===== src/include/alu_defs.svh =====
`ifndef ALU_DEFS_SVH
`define ALU_DEFS_SVH

// --------------------------------------------------------------------------
// Opcode fields
// --------------------------------------------------------------------------
`define OPC_ADD_IMM_MASK 14'h3E00
`define OPC_ADD_IMM_VAL 14'h3E00
`define OPC_AND_IMM_MASK 14'h3F00
`define OPC_AND_IMM_VAL 14'h3900
`define OPC_FILE_MASK 14'h3F00
`define OPC_ADD_FILE_VAL 14'h0700
`define OPC_AND_FILE_VAL 14'h0500
`define DEST_BIT 7
`define FILE_ADDR_MSB 6
`define LIT_MSB 7

// --------------------------------------------------------------------------
// Register map offsets (byte addresses)
// --------------------------------------------------------------------------
`define REG_INSTR 8'h00
`define REG_ACC 8'h04
`define REG_STATUS 8'h08
`define REG_FADDR 8'h0C
`define REG_FDATA 8'h10
`define REG_COUNT 8'h14

// --------------------------------------------------------------------------
// Status field positions and reset values
// --------------------------------------------------------------------------
`define ST_CARRY 0
`define ST_NIBBLE 1
`define ST_ZERO 2
`define ST_ILLEGAL 3
`define ACC_RESET 8'h00
`define FLAGS_RESET 3'h0

`endif


===== src/include/alu_pkg.sv =====
`default_nettype none
package alu_pkg;

  // --------------------------------------------------------------------------
  // Types
  // --------------------------------------------------------------------------
  typedef enum logic [4:0] {
    OP_NONE = 5'h01,
    OP_ADD_IMM = 5'h02,
    OP_AND_IMM = 5'h04,
    OP_ADD_FILE = 5'h08,
    OP_AND_FILE = 5'h10
  } op_t;

  // Flags carried together.
  typedef struct packed {
    logic zero;
    logic nibble_carry;
    logic carry;
  } flags_t;

  // ALU result and its flag outcome.
  typedef struct packed {
    logic [7:0] value;
    flags_t flags;
  } alu_res_t;

endpackage : alu_pkg
`default_nettype wire


===== src/core/alu_core.sv =====
`timescale 1ns/1ns
`default_nettype none
`include "alu_defs.svh"

module alu_core #(
  parameter int DEPTH = 128
) (
  input wire logic aclk,
  input wire logic aresetn,
  input wire logic [31:0] s_axi_awaddr,
  input wire logic s_axi_awvalid,
  output logic s_axi_awready,
  input wire logic [31:0] s_axi_wdata,
  input wire logic [3:0] s_axi_wstrb,
  input wire logic s_axi_wvalid,
  output logic s_axi_wready,
  output logic [1:0] s_axi_bresp,
  output logic s_axi_bvalid,
  input wire logic s_axi_bready,
  input wire logic [31:0] s_axi_araddr,
  input wire logic s_axi_arvalid,
  output logic s_axi_arready,
  output logic [31:0] s_axi_rdata,
  output logic [1:0] s_axi_rresp,
  output logic s_axi_rvalid,
  input wire logic s_axi_rready
);

  // --------------------------------------------------------------------------
  // State
  // --------------------------------------------------------------------------
  typedef struct packed {
    logic [7:0] acc;
    alu_pkg::flags_t flags;
    logic illegal;
    logic [6:0] faddr;
    logic [15:0] count;
    logic aw_got;
    logic [7:0] aw_addr;
    logic w_got;
    logic [31:0] w_data;
    logic [3:0] w_strb;
    logic bvalid;
    logic [1:0] bresp;
    logic rvalid;
    logic [1:0] rresp;
    logic [31:0] rdata;
  } state_t;

  state_t st_q;
  state_t st_d;
  logic [7:0] file_mem [DEPTH];

  // Memory write port, driven from the combinational block.
  logic mem_we;
  logic [6:0] mem_addr;
  logic [7:0] mem_data;

  // --------------------------------------------------------------------------
  // Functions
  // --------------------------------------------------------------------------
  // Classifies an instruction word.
  function automatic alu_pkg::op_t decode(input logic [13:0] ins);
    alu_pkg::op_t op;
    op = alu_pkg::OP_NONE;
    if ((ins & `OPC_ADD_IMM_MASK) == `OPC_ADD_IMM_VAL) begin
      op = alu_pkg::OP_ADD_IMM;
    end else if ((ins & `OPC_AND_IMM_MASK) == `OPC_AND_IMM_VAL) begin
      op = alu_pkg::OP_AND_IMM;
    end else if ((ins & `OPC_FILE_MASK) == `OPC_ADD_FILE_VAL) begin
      op = alu_pkg::OP_ADD_FILE;
    end else if ((ins & `OPC_FILE_MASK) == `OPC_AND_FILE_VAL) begin
      op = alu_pkg::OP_AND_FILE;
    end
    return op;
  endfunction : decode

  // Adds two bytes and produces all three flags.
  function automatic alu_pkg::alu_res_t add8(input logic [7:0] a, input logic [7:0] b);
    alu_pkg::alu_res_t r;
    logic [4:0] lo;
    logic [8:0] full;
    lo = {1'b0, a[3:0]} + {1'b0, b[3:0]};
    full = {1'b0, a} + {1'b0, b};
    r.value = full[7:0];
    r.flags.carry = full[8];
    r.flags.nibble_carry = lo[4];
    r.flags.zero = (full[7:0] == 8'h00);
    return r;
  endfunction : add8

  // Merges a 32-bit write into an old word under byte enables.
  function automatic logic [31:0] merge(input logic [31:0] old, input logic [31:0] nw, input logic [3:0] be);
    logic [31:0] m;
    m = old;
    for (int i = 0; i < 4; i++) begin
      if (be[i]) begin
        m[i*8 +: 8] = nw[i*8 +: 8];
      end
    end
    return m;
  endfunction : merge

  // --------------------------------------------------------------------------
  // Next-state logic
  // --------------------------------------------------------------------------
  // Handles the register bus and executes an instruction written to the
  // instruction register in the same cycle the write completes.
  always_comb begin
    alu_pkg::op_t op;
    alu_pkg::alu_res_t res;
    logic [13:0] ins;
    logic [7:0] fval;
    logic [6:0] fa;
    logic [31:0] wv;
    st_d = st_q;
    op = alu_pkg::OP_NONE;
    res = '0;
    ins = '0;
    fval = '0;
    fa = '0;
    wv = '0;
    mem_we = 1'b0;
    mem_addr = st_q.faddr;
    mem_data = 8'h00;

    // Capture write address and data in either order.
    if (s_axi_awvalid && s_axi_awready) begin
      st_d.aw_got = 1'b1;
      st_d.aw_addr = s_axi_awaddr[7:0];
    end
    if (s_axi_wvalid && s_axi_wready) begin
      st_d.w_got = 1'b1;
      st_d.w_data = s_axi_wdata;
      st_d.w_strb = s_axi_wstrb;
    end
    if (st_q.bvalid && s_axi_bready) begin
      st_d.bvalid = 1'b0;
    end

    // Perform the write once both halves are held.
    if (st_q.aw_got && st_q.w_got && !st_q.bvalid) begin
      st_d.aw_got = 1'b0;
      st_d.w_got = 1'b0;
      st_d.bvalid = 1'b1;
      st_d.bresp = 2'b00;
      unique case (st_q.aw_addr)
        `REG_INSTR: begin
          wv = merge(32'h0000_0000, st_q.w_data, st_q.w_strb);
          ins = wv[13:0];
          op = decode(ins);
          fa = ins[`FILE_ADDR_MSB:0];
          fval = file_mem[fa];
          st_d.illegal = (op == alu_pkg::OP_NONE);
          if (op != alu_pkg::OP_NONE) begin
            st_d.count = st_q.count + 16'h0001;
          end
          unique case (op)
            alu_pkg::OP_ADD_IMM: begin
              res = add8(st_q.acc, ins[`LIT_MSB:0]);
              st_d.acc = res.value;
              st_d.flags = res.flags;
            end
            alu_pkg::OP_AND_IMM: begin
              res.value = st_q.acc & ins[`LIT_MSB:0];
              st_d.acc = res.value;
              st_d.flags.zero = (res.value == 8'h00);
            end
            alu_pkg::OP_ADD_FILE, alu_pkg::OP_AND_FILE: begin
              if (op == alu_pkg::OP_ADD_FILE) begin
                res = add8(st_q.acc, fval);
                st_d.flags = res.flags;
              end else begin
                res.value = st_q.acc & fval;
                st_d.flags.zero = (res.value == 8'h00);
              end
              if (ins[`DEST_BIT]) begin
                mem_we = 1'b1;
                mem_addr = fa;
                mem_data = res.value;
              end else begin
                st_d.acc = res.value;
              end
            end
            default: begin
            end
          endcase
        end
        `REG_ACC: begin
          wv = merge({24'h000000, st_q.acc}, st_q.w_data, st_q.w_strb);
          st_d.acc = wv[7:0];
        end
        `REG_STATUS: begin
          wv = merge({24'h000000, 4'h0, st_q.illegal, st_q.flags}, st_q.w_data, st_q.w_strb);
          st_d.flags = wv[2:0];
          st_d.illegal = wv[`ST_ILLEGAL];
        end
        `REG_FADDR: begin
          wv = merge({25'h0000000, st_q.faddr}, st_q.w_data, st_q.w_strb);
          st_d.faddr = wv[6:0];
        end
        `REG_FDATA: begin
          wv = merge({24'h000000, file_mem[st_q.faddr]}, st_q.w_data, st_q.w_strb);
          mem_we = 1'b1;
          mem_data = wv[7:0];
        end
        `REG_COUNT: begin
          st_d.count = 16'h0000;
        end
        default: begin
          st_d.bresp = 2'b10;
        end
      endcase
    end

    // Read channel.
    if (st_q.rvalid && s_axi_rready) begin
      st_d.rvalid = 1'b0;
    end
    if (s_axi_arvalid && s_axi_arready) begin
      st_d.rvalid = 1'b1;
      st_d.rresp = 2'b00;
      unique case (s_axi_araddr[7:0])
        `REG_INSTR: st_d.rdata = 32'h0000_0000;
        `REG_ACC: st_d.rdata = {24'h000000, st_q.acc};
        `REG_STATUS: st_d.rdata = {28'h0000000, st_q.illegal, st_q.flags};
        `REG_FADDR: st_d.rdata = {25'h0000000, st_q.faddr};
        `REG_FDATA: st_d.rdata = {24'h000000, file_mem[st_q.faddr]};
        `REG_COUNT: st_d.rdata = {16'h0000, st_q.count};
        default: begin
          st_d.rdata = 32'h0000_0000;
          st_d.rresp = 2'b10;
        end
      endcase
    end
  end

  // --------------------------------------------------------------------------
  // Handshake outputs
  // --------------------------------------------------------------------------
  // One write and one read are held at a time.
  assign s_axi_awready = !st_q.aw_got && !st_q.bvalid;
  assign s_axi_wready = !st_q.w_got && !st_q.bvalid;
  assign s_axi_arready = !st_q.rvalid;
  assign s_axi_bvalid = st_q.bvalid;
  assign s_axi_bresp = st_q.bresp;
  assign s_axi_rvalid = st_q.rvalid;
  assign s_axi_rresp = st_q.rresp;
  assign s_axi_rdata = st_q.rdata;

  // --------------------------------------------------------------------------
  // Registers
  // --------------------------------------------------------------------------
  // Registers the whole state struct in one step; the file memory has its own block.
  always_ff @(posedge aclk) begin
    if (!aresetn) begin
      st_q <= '0;
      st_q.acc <= `ACC_RESET;
      st_q.flags <= `FLAGS_RESET;
    end else begin
      st_q <= st_d;
    end
  end

  // Data-memory file; contents are undefined after reset.
  always_ff @(posedge aclk) begin
    if (mem_we) begin
      file_mem[mem_addr] <= mem_data;
    end
  end

endmodule : alu_core
`default_nettype wire


===== config.mk =====
export PLATFORM = sky130hd
export DESIGN_NAME = alu_core
export DESIGN_NICKNAME = d
export VERILOG_FILES = /design/src/include/alu_pkg.sv /design/src/core/alu_core.sv
export VERILOG_INCLUDE_DIRS = /design/src /design/src/include
export SDC_FILE = /design/constraint.sdc
export NUM_CORES = 2
export LEC_CHECK = 0
export BUFFER_PORTS_ARGS = -buffer_cell sky130_fd_sc_hd__buf_4
export CAP_MARGIN = 10
export CORE_MARGIN = 5
export CORE_UTILIZATION = 40
export DETAILED_ROUTE_END_ITERATION = 10
export SETUP_SLACK_MARGIN = 0.5
export SYNTH_ARGS = -nofsm -noshare
export SYNTH_HDL_FRONTEND = slang
export SYNTH_SLANG_ARGS = --single-unit
export TNS_END_PERCENT = 50

===== constraint.sdc =====
create_clock -name aclk -period 11.2 [get_ports aclk]
set_input_delay 1.68 -clock aclk [delete_from_list [all_inputs] [get_ports aclk]]
set_output_delay 1.68 -clock aclk [all_outputs]
set_load 0.02 [all_outputs]

==> flow_results.xml <==
<?xml version="1.0" encoding="UTF-8"?>
<metrics>
  <group name="worst_setup_path">
    <metric name="cp_common_cell" unit="">buf_4</metric>
    <metric name="timing.critical_path.slowest_stage_cell" unit="">o22ai_4</metric>
    <metric name="end_kind" unit="">flop</metric>
    <metric name="crit_arrival" unit="ps">7860</metric>
    <metric name="timing.critical_path.fanout_max" unit="">74</metric>
    <metric name="crit_type" unit="">reg2reg</metric>
    <metric name="crit_required" unit="ps">11640</metric>
    <metric name="crit_path_max_incr_delay" unit="ps">910</metric>
    <metric name="setup.worst_path.start_class" unit="">flop</metric>
    <metric name="path_cells" unit="">nand2_2, buf_4, inv_8, buf_4, mux2_2, a221oi_1, o31ai_1, a32oi_1, o22ai_1, ha_1, inv_1, fa_1, nor2b_1, o21a_1, o21a_1, o31a_1, o22ai_4, buf_4</metric>
  </group>
  <group name="drt">
    <metric name="routed_wirelength" unit="um">177400</metric>
    <metric name="postRouteAntennaNets" unit="">0</metric>
    <metric name="number_of_remaining_drc_errors" unit="">0</metric>
    <metric name="vias_per_std_cell" unit="">6.385</metric>
    <metric name="firstDrtPassIters" unit="">6</metric>
    <metric name="wl_per_cell" unit="um">32.88</metric>
    <metric name="vias_after_detailed_routing" unit="">34450</metric>
    <metric name="dr.first_iter.drc_count" unit="">4821</metric>
  </group>
  <group name="clocking">
    <metric name="cts_hold_repair.buffers" unit="">0</metric>
    <metric name="cts-root-buf" unit="">clkbuf_16</metric>
    <metric name="htree_levels" unit="">3</metric>
    <metric name="clk_pin_slew_worst_paths" unit="ps">60</metric>
    <metric name="insertion_delay" unit="ps">730</metric>
    <metric name="post_cts.resized_instances" unit="">0</metric>
    <metric name="cts_sink_cnt" unit="">1112</metric>
    <metric name="cts_inserted_buffers" unit="">117</metric>
    <metric name="tritoncts" unit="">yes</metric>
    <metric name="post-cts-setup-buffer-count" unit="">0</metric>
    <metric name="max-clock-path-buffers" unit="">3</metric>
  </group>
  <group name="timing">
    <metric name="maxClockFrequency" unit="GHz">0.1347</metric>
    <metric name="final-max-slew-violation-count" unit="">0</metric>
    <metric name="postLayoutSetupSlackWorst" unit="ps">3775</metric>
    <metric name="final.setup.tns" unit="ps">0</metric>
    <metric name="tightestPinTransition" unit="ps">1398</metric>
    <metric name="fin_crit_share" unit="">0.6630</metric>
    <metric name="max_slew_margin" unit="">0.06018</metric>
    <metric name="finClkSkew" unit="ps">40.47</metric>
    <metric name="setup-violations-final" unit="">0</metric>
    <metric name="min_period" unit="ps">7425</metric>
    <metric name="grt_setup_unrepaired" unit="">false</metric>
    <metric name="finalHoldViolCount" unit="">0</metric>
  </group>
  <group name="pwr">
    <metric name="static-leakage-power" unit="uW">0.01560</metric>
    <metric name="power.ir.vdd_worst" unit="uV">126.1</metric>
    <metric name="cellPowerDensity" unit="mW/mm^2">144.5</metric>
  </group>
  <group name="global_route">
    <metric name="use_met1" unit="">0.3349</metric>
    <metric name="grt_antenna_before_repair" unit="">4</metric>
    <metric name="grt_pass1_vias" unit="">33590</metric>
    <metric name="grt_start_max_net_pins" unit="">129</metric>
    <metric name="global_route.peak_usage_layer" unit="">met2</metric>
    <metric name="grt_first_pass_wirelength" unit="um">249200</metric>
    <metric name="globalRouteMet3Util" unit="">0.06004</metric>
    <metric name="met2_track_usage_gr" unit="">0.3696</metric>
    <metric name="grt_overflow" unit="">0</metric>
    <metric name="gr-usage-all-layers" unit="">0.2446</metric>
  </group>
  <group name="synthesis">
    <metric name="post_synth_instance_area" unit="mm^2">0.05390</metric>
    <metric name="synthesis.yosys.warnings" unit="">0</metric>
    <metric name="yosys_register_bits" unit="">1112</metric>
    <metric name="synth_cells" unit="">3498</metric>
    <metric name="synth_enable_flop_cells" unit="">1024</metric>
    <metric name="postSynth.topFlopCell" unit="">edfxtp_1</metric>
    <metric name="synth_cell_types" unit="">84</metric>
    <metric name="yosysSeqAreaShare" unit="">0.6032</metric>
    <metric name="syn-mean-instance-area" unit="um^2">15.41</metric>
    <metric name="asyncSetResetFlopFracSynth" unit="">0</metric>
  </group>
  <group name="final_layout">
    <metric name="num-nets-final" unit="">3655</metric>
    <metric name="final_common_cell" unit="">edfxtp_1</metric>
    <metric name="layout_common_cells" unit="">1024 x edfxtp_1, 446 x mux4_2, 369 x nand2_1, 265 x nor2_1, 171 x mux2i_1</metric>
    <metric name="diodes" unit="">0</metric>
    <metric name="fraction_of_final_layout_cells_with_drive_strength_greater_than_1" unit="">0.2310</metric>
    <metric name="area.growth.synth_to_final" unit="%">11.57</metric>
  </group>
  <group name="outcome">
    <metric name="outcome" unit="">finished, final reports clean</metric>
  </group>
  <group name="placed_design">
    <metric name="detailedPlacementHpwl" unit="um">114100</metric>
    <metric name="weighted_congestion_reported_at_the_end_of_routability_driven_placement" unit="">0.9426</metric>
    <metric name="io_buffer_count" unit="">61</metric>
    <metric name="pre_cts_slack" unit="ps">3951</metric>
  </group>
  <group name="floorplan">
    <metric name="die_area" unit="mm^2">0.1422</metric>
    <metric name="die_h" unit="um">377.1</metric>
    <metric name="start_util" unit="">0.4033</metric>
    <metric name="fp.dieW" unit="um">377.1</metric>
    <metric name="floorplan.core_area" unit="mm^2">0.1336</metric>
    <metric name="top_level_pins" unit="">148</metric>
    <metric name="placement_rows" unit="">134</metric>
  </group>
  <group name="worst_hold_path">
    <metric name="min_path_type" unit="">reg2reg</metric>
  </group>
  <group name="job">
    <metric name="cap_violations" unit="">0</metric>
  </group>
</metrics>
critical path, delay by kind of cell (launching register included):
kind	cells	cell delay, ps
buf+inv	5	2210
fa+ha+maj	2	490
flops	1	750
simple gates	2	160
compound gates	8	2950
mux	1	380
sequential cells by signal, summed over array words and instances (netlist names), named ones only:
signal        cells
s_axi_rresp       1
file_mem       1024
s_axi_bvalid      1
s_axi_rdata      16
s_axi_rvalid      1
s_axi_bresp       1
st_q             61
synth_stat cells (6+ instances only):
cell / instances / area, um^2
ha_1: 22 / 275.3
nor2_1: 268 / 1006
nand2b_1: 25 / 156.4
or4_1: 6 / 45.04
nand3_1: 102 / 510.5
o22a_1: 8 / 70.07
o22ai_1: 38 / 237.7
edfxtp_1: 1024 / 30750
a22oi_1: 10 / 75.07
a32oi_1: 9 / 78.83
a221oi_1: 48 / 420.4
buf_1: 30 / 112.6
nand4_1: 36 / 225.2
o211ai_1: 26 / 195.2
buf_2: 68 / 340.3
nand2_1: 369 / 1385
or2_2: 8 / 50.05
a21oi_1: 82 / 410.4
inv_1: 28 / 105.1
nor2b_1: 46 / 287.8
and2_1: 10 / 62.56
xor2_1: 10 / 87.58
a2111oi_0: 11 / 96.34
mux2_2: 9 / 101.4
a221o_1: 8 / 80.08
or3_1: 13 / 81.33
o21ai_0: 64 / 320.3
mux2i_1: 171 / 1712
and3_1: 8 / 50.05
nand3b_1: 7 / 52.55
a31oi_1: 11 / 68.82
nor4_1: 28 / 175.2
nor3_1: 25 / 125.1
dfxtp_1: 88 / 1762
mux4_2: 446 / 10040
clkbuf_1: 95 / 356.6
buf_4: 80 / 600.6
xnor2_1: 11 / 96.34
a32o_1: 6 / 60.06
a211oi_1: 44 / 330.3
o31ai_1: 12 / 90.09
report_power, final:
| part | switching, uW | internal (uW) |
|---|---|---|
| logic | 172 | 88.0 |
| clock network | 1660 | 2270 |
| registers | 18.0 | 4480 |
| total | 1850 | 6840 |
stage by stage:
step	power, uW	cells	instance area, um^2	hold WS (ps)	util
final	8690	5396	60130	452.1	0.4500
after global routing	8912	5396	60130	479.1	0.4500
after CTS	8720	5395	60130	456.6	0.4500
after detailed placement	4837	5172	56270	449.3	0.4211
after global placement	4836	5172	56270	440.1	0.4211
after floorplan	4746	3515	53960	428.9	-
kinds of logic after synthesis:
logic type,after synthesis,share of synthesized area
multiplexers,627,0.2204
AND/OR/NAND/NOR,975,0.08251
XOR/XNOR,21,0.003413
adder cells (fa/ha/maj),24,0.005850
AO/OA/AOI/OAI,429,0.05542
flip-flops,1112,0.6032
buffers and inverters,309,0.02909
other,1,0.00006958
per-layer routing:
| metal | part of all wire | up-vias |
|---|---|---|
| met4 | 0.055 | 4 |
| met5 | 0.00015 | - |
| met2 | 0.44 | 2158 |
| met1 | 0.39 | 17760 |
| li1 | - | 14120 |
| met3 | 0.12 | 411 |
path summary, 6_finish.rpt:
check | startpoint | endpoint | slack (ps) | cells past startpoint
worst max-delay path | st_q[38] | file_mem[64][4] | 3770 | 18
worst min-delay path | s_axi_rdata[14] | s_axi_rdata[14] | 450 | 2
worst max register to register | st_q[38] | file_mem[64][4] | 3770 | 18
worst min register to register | s_axi_rdata[14] | s_axi_rdata[14] | 450 | 2
cell type report:
cell class | count | area (um^2)
fillers | 11650 | 73490
flip-flops and latches | 1112 | 32530
multi-input cells | 2094 | 20030
clock buffers | 147 | 3126
well taps | 1768 | 2212
repair buffers | 166 | 1356
clock inverters | 76 | 734.5
inverters | 33 | 138.9
(Power assumes the default switching activity.)
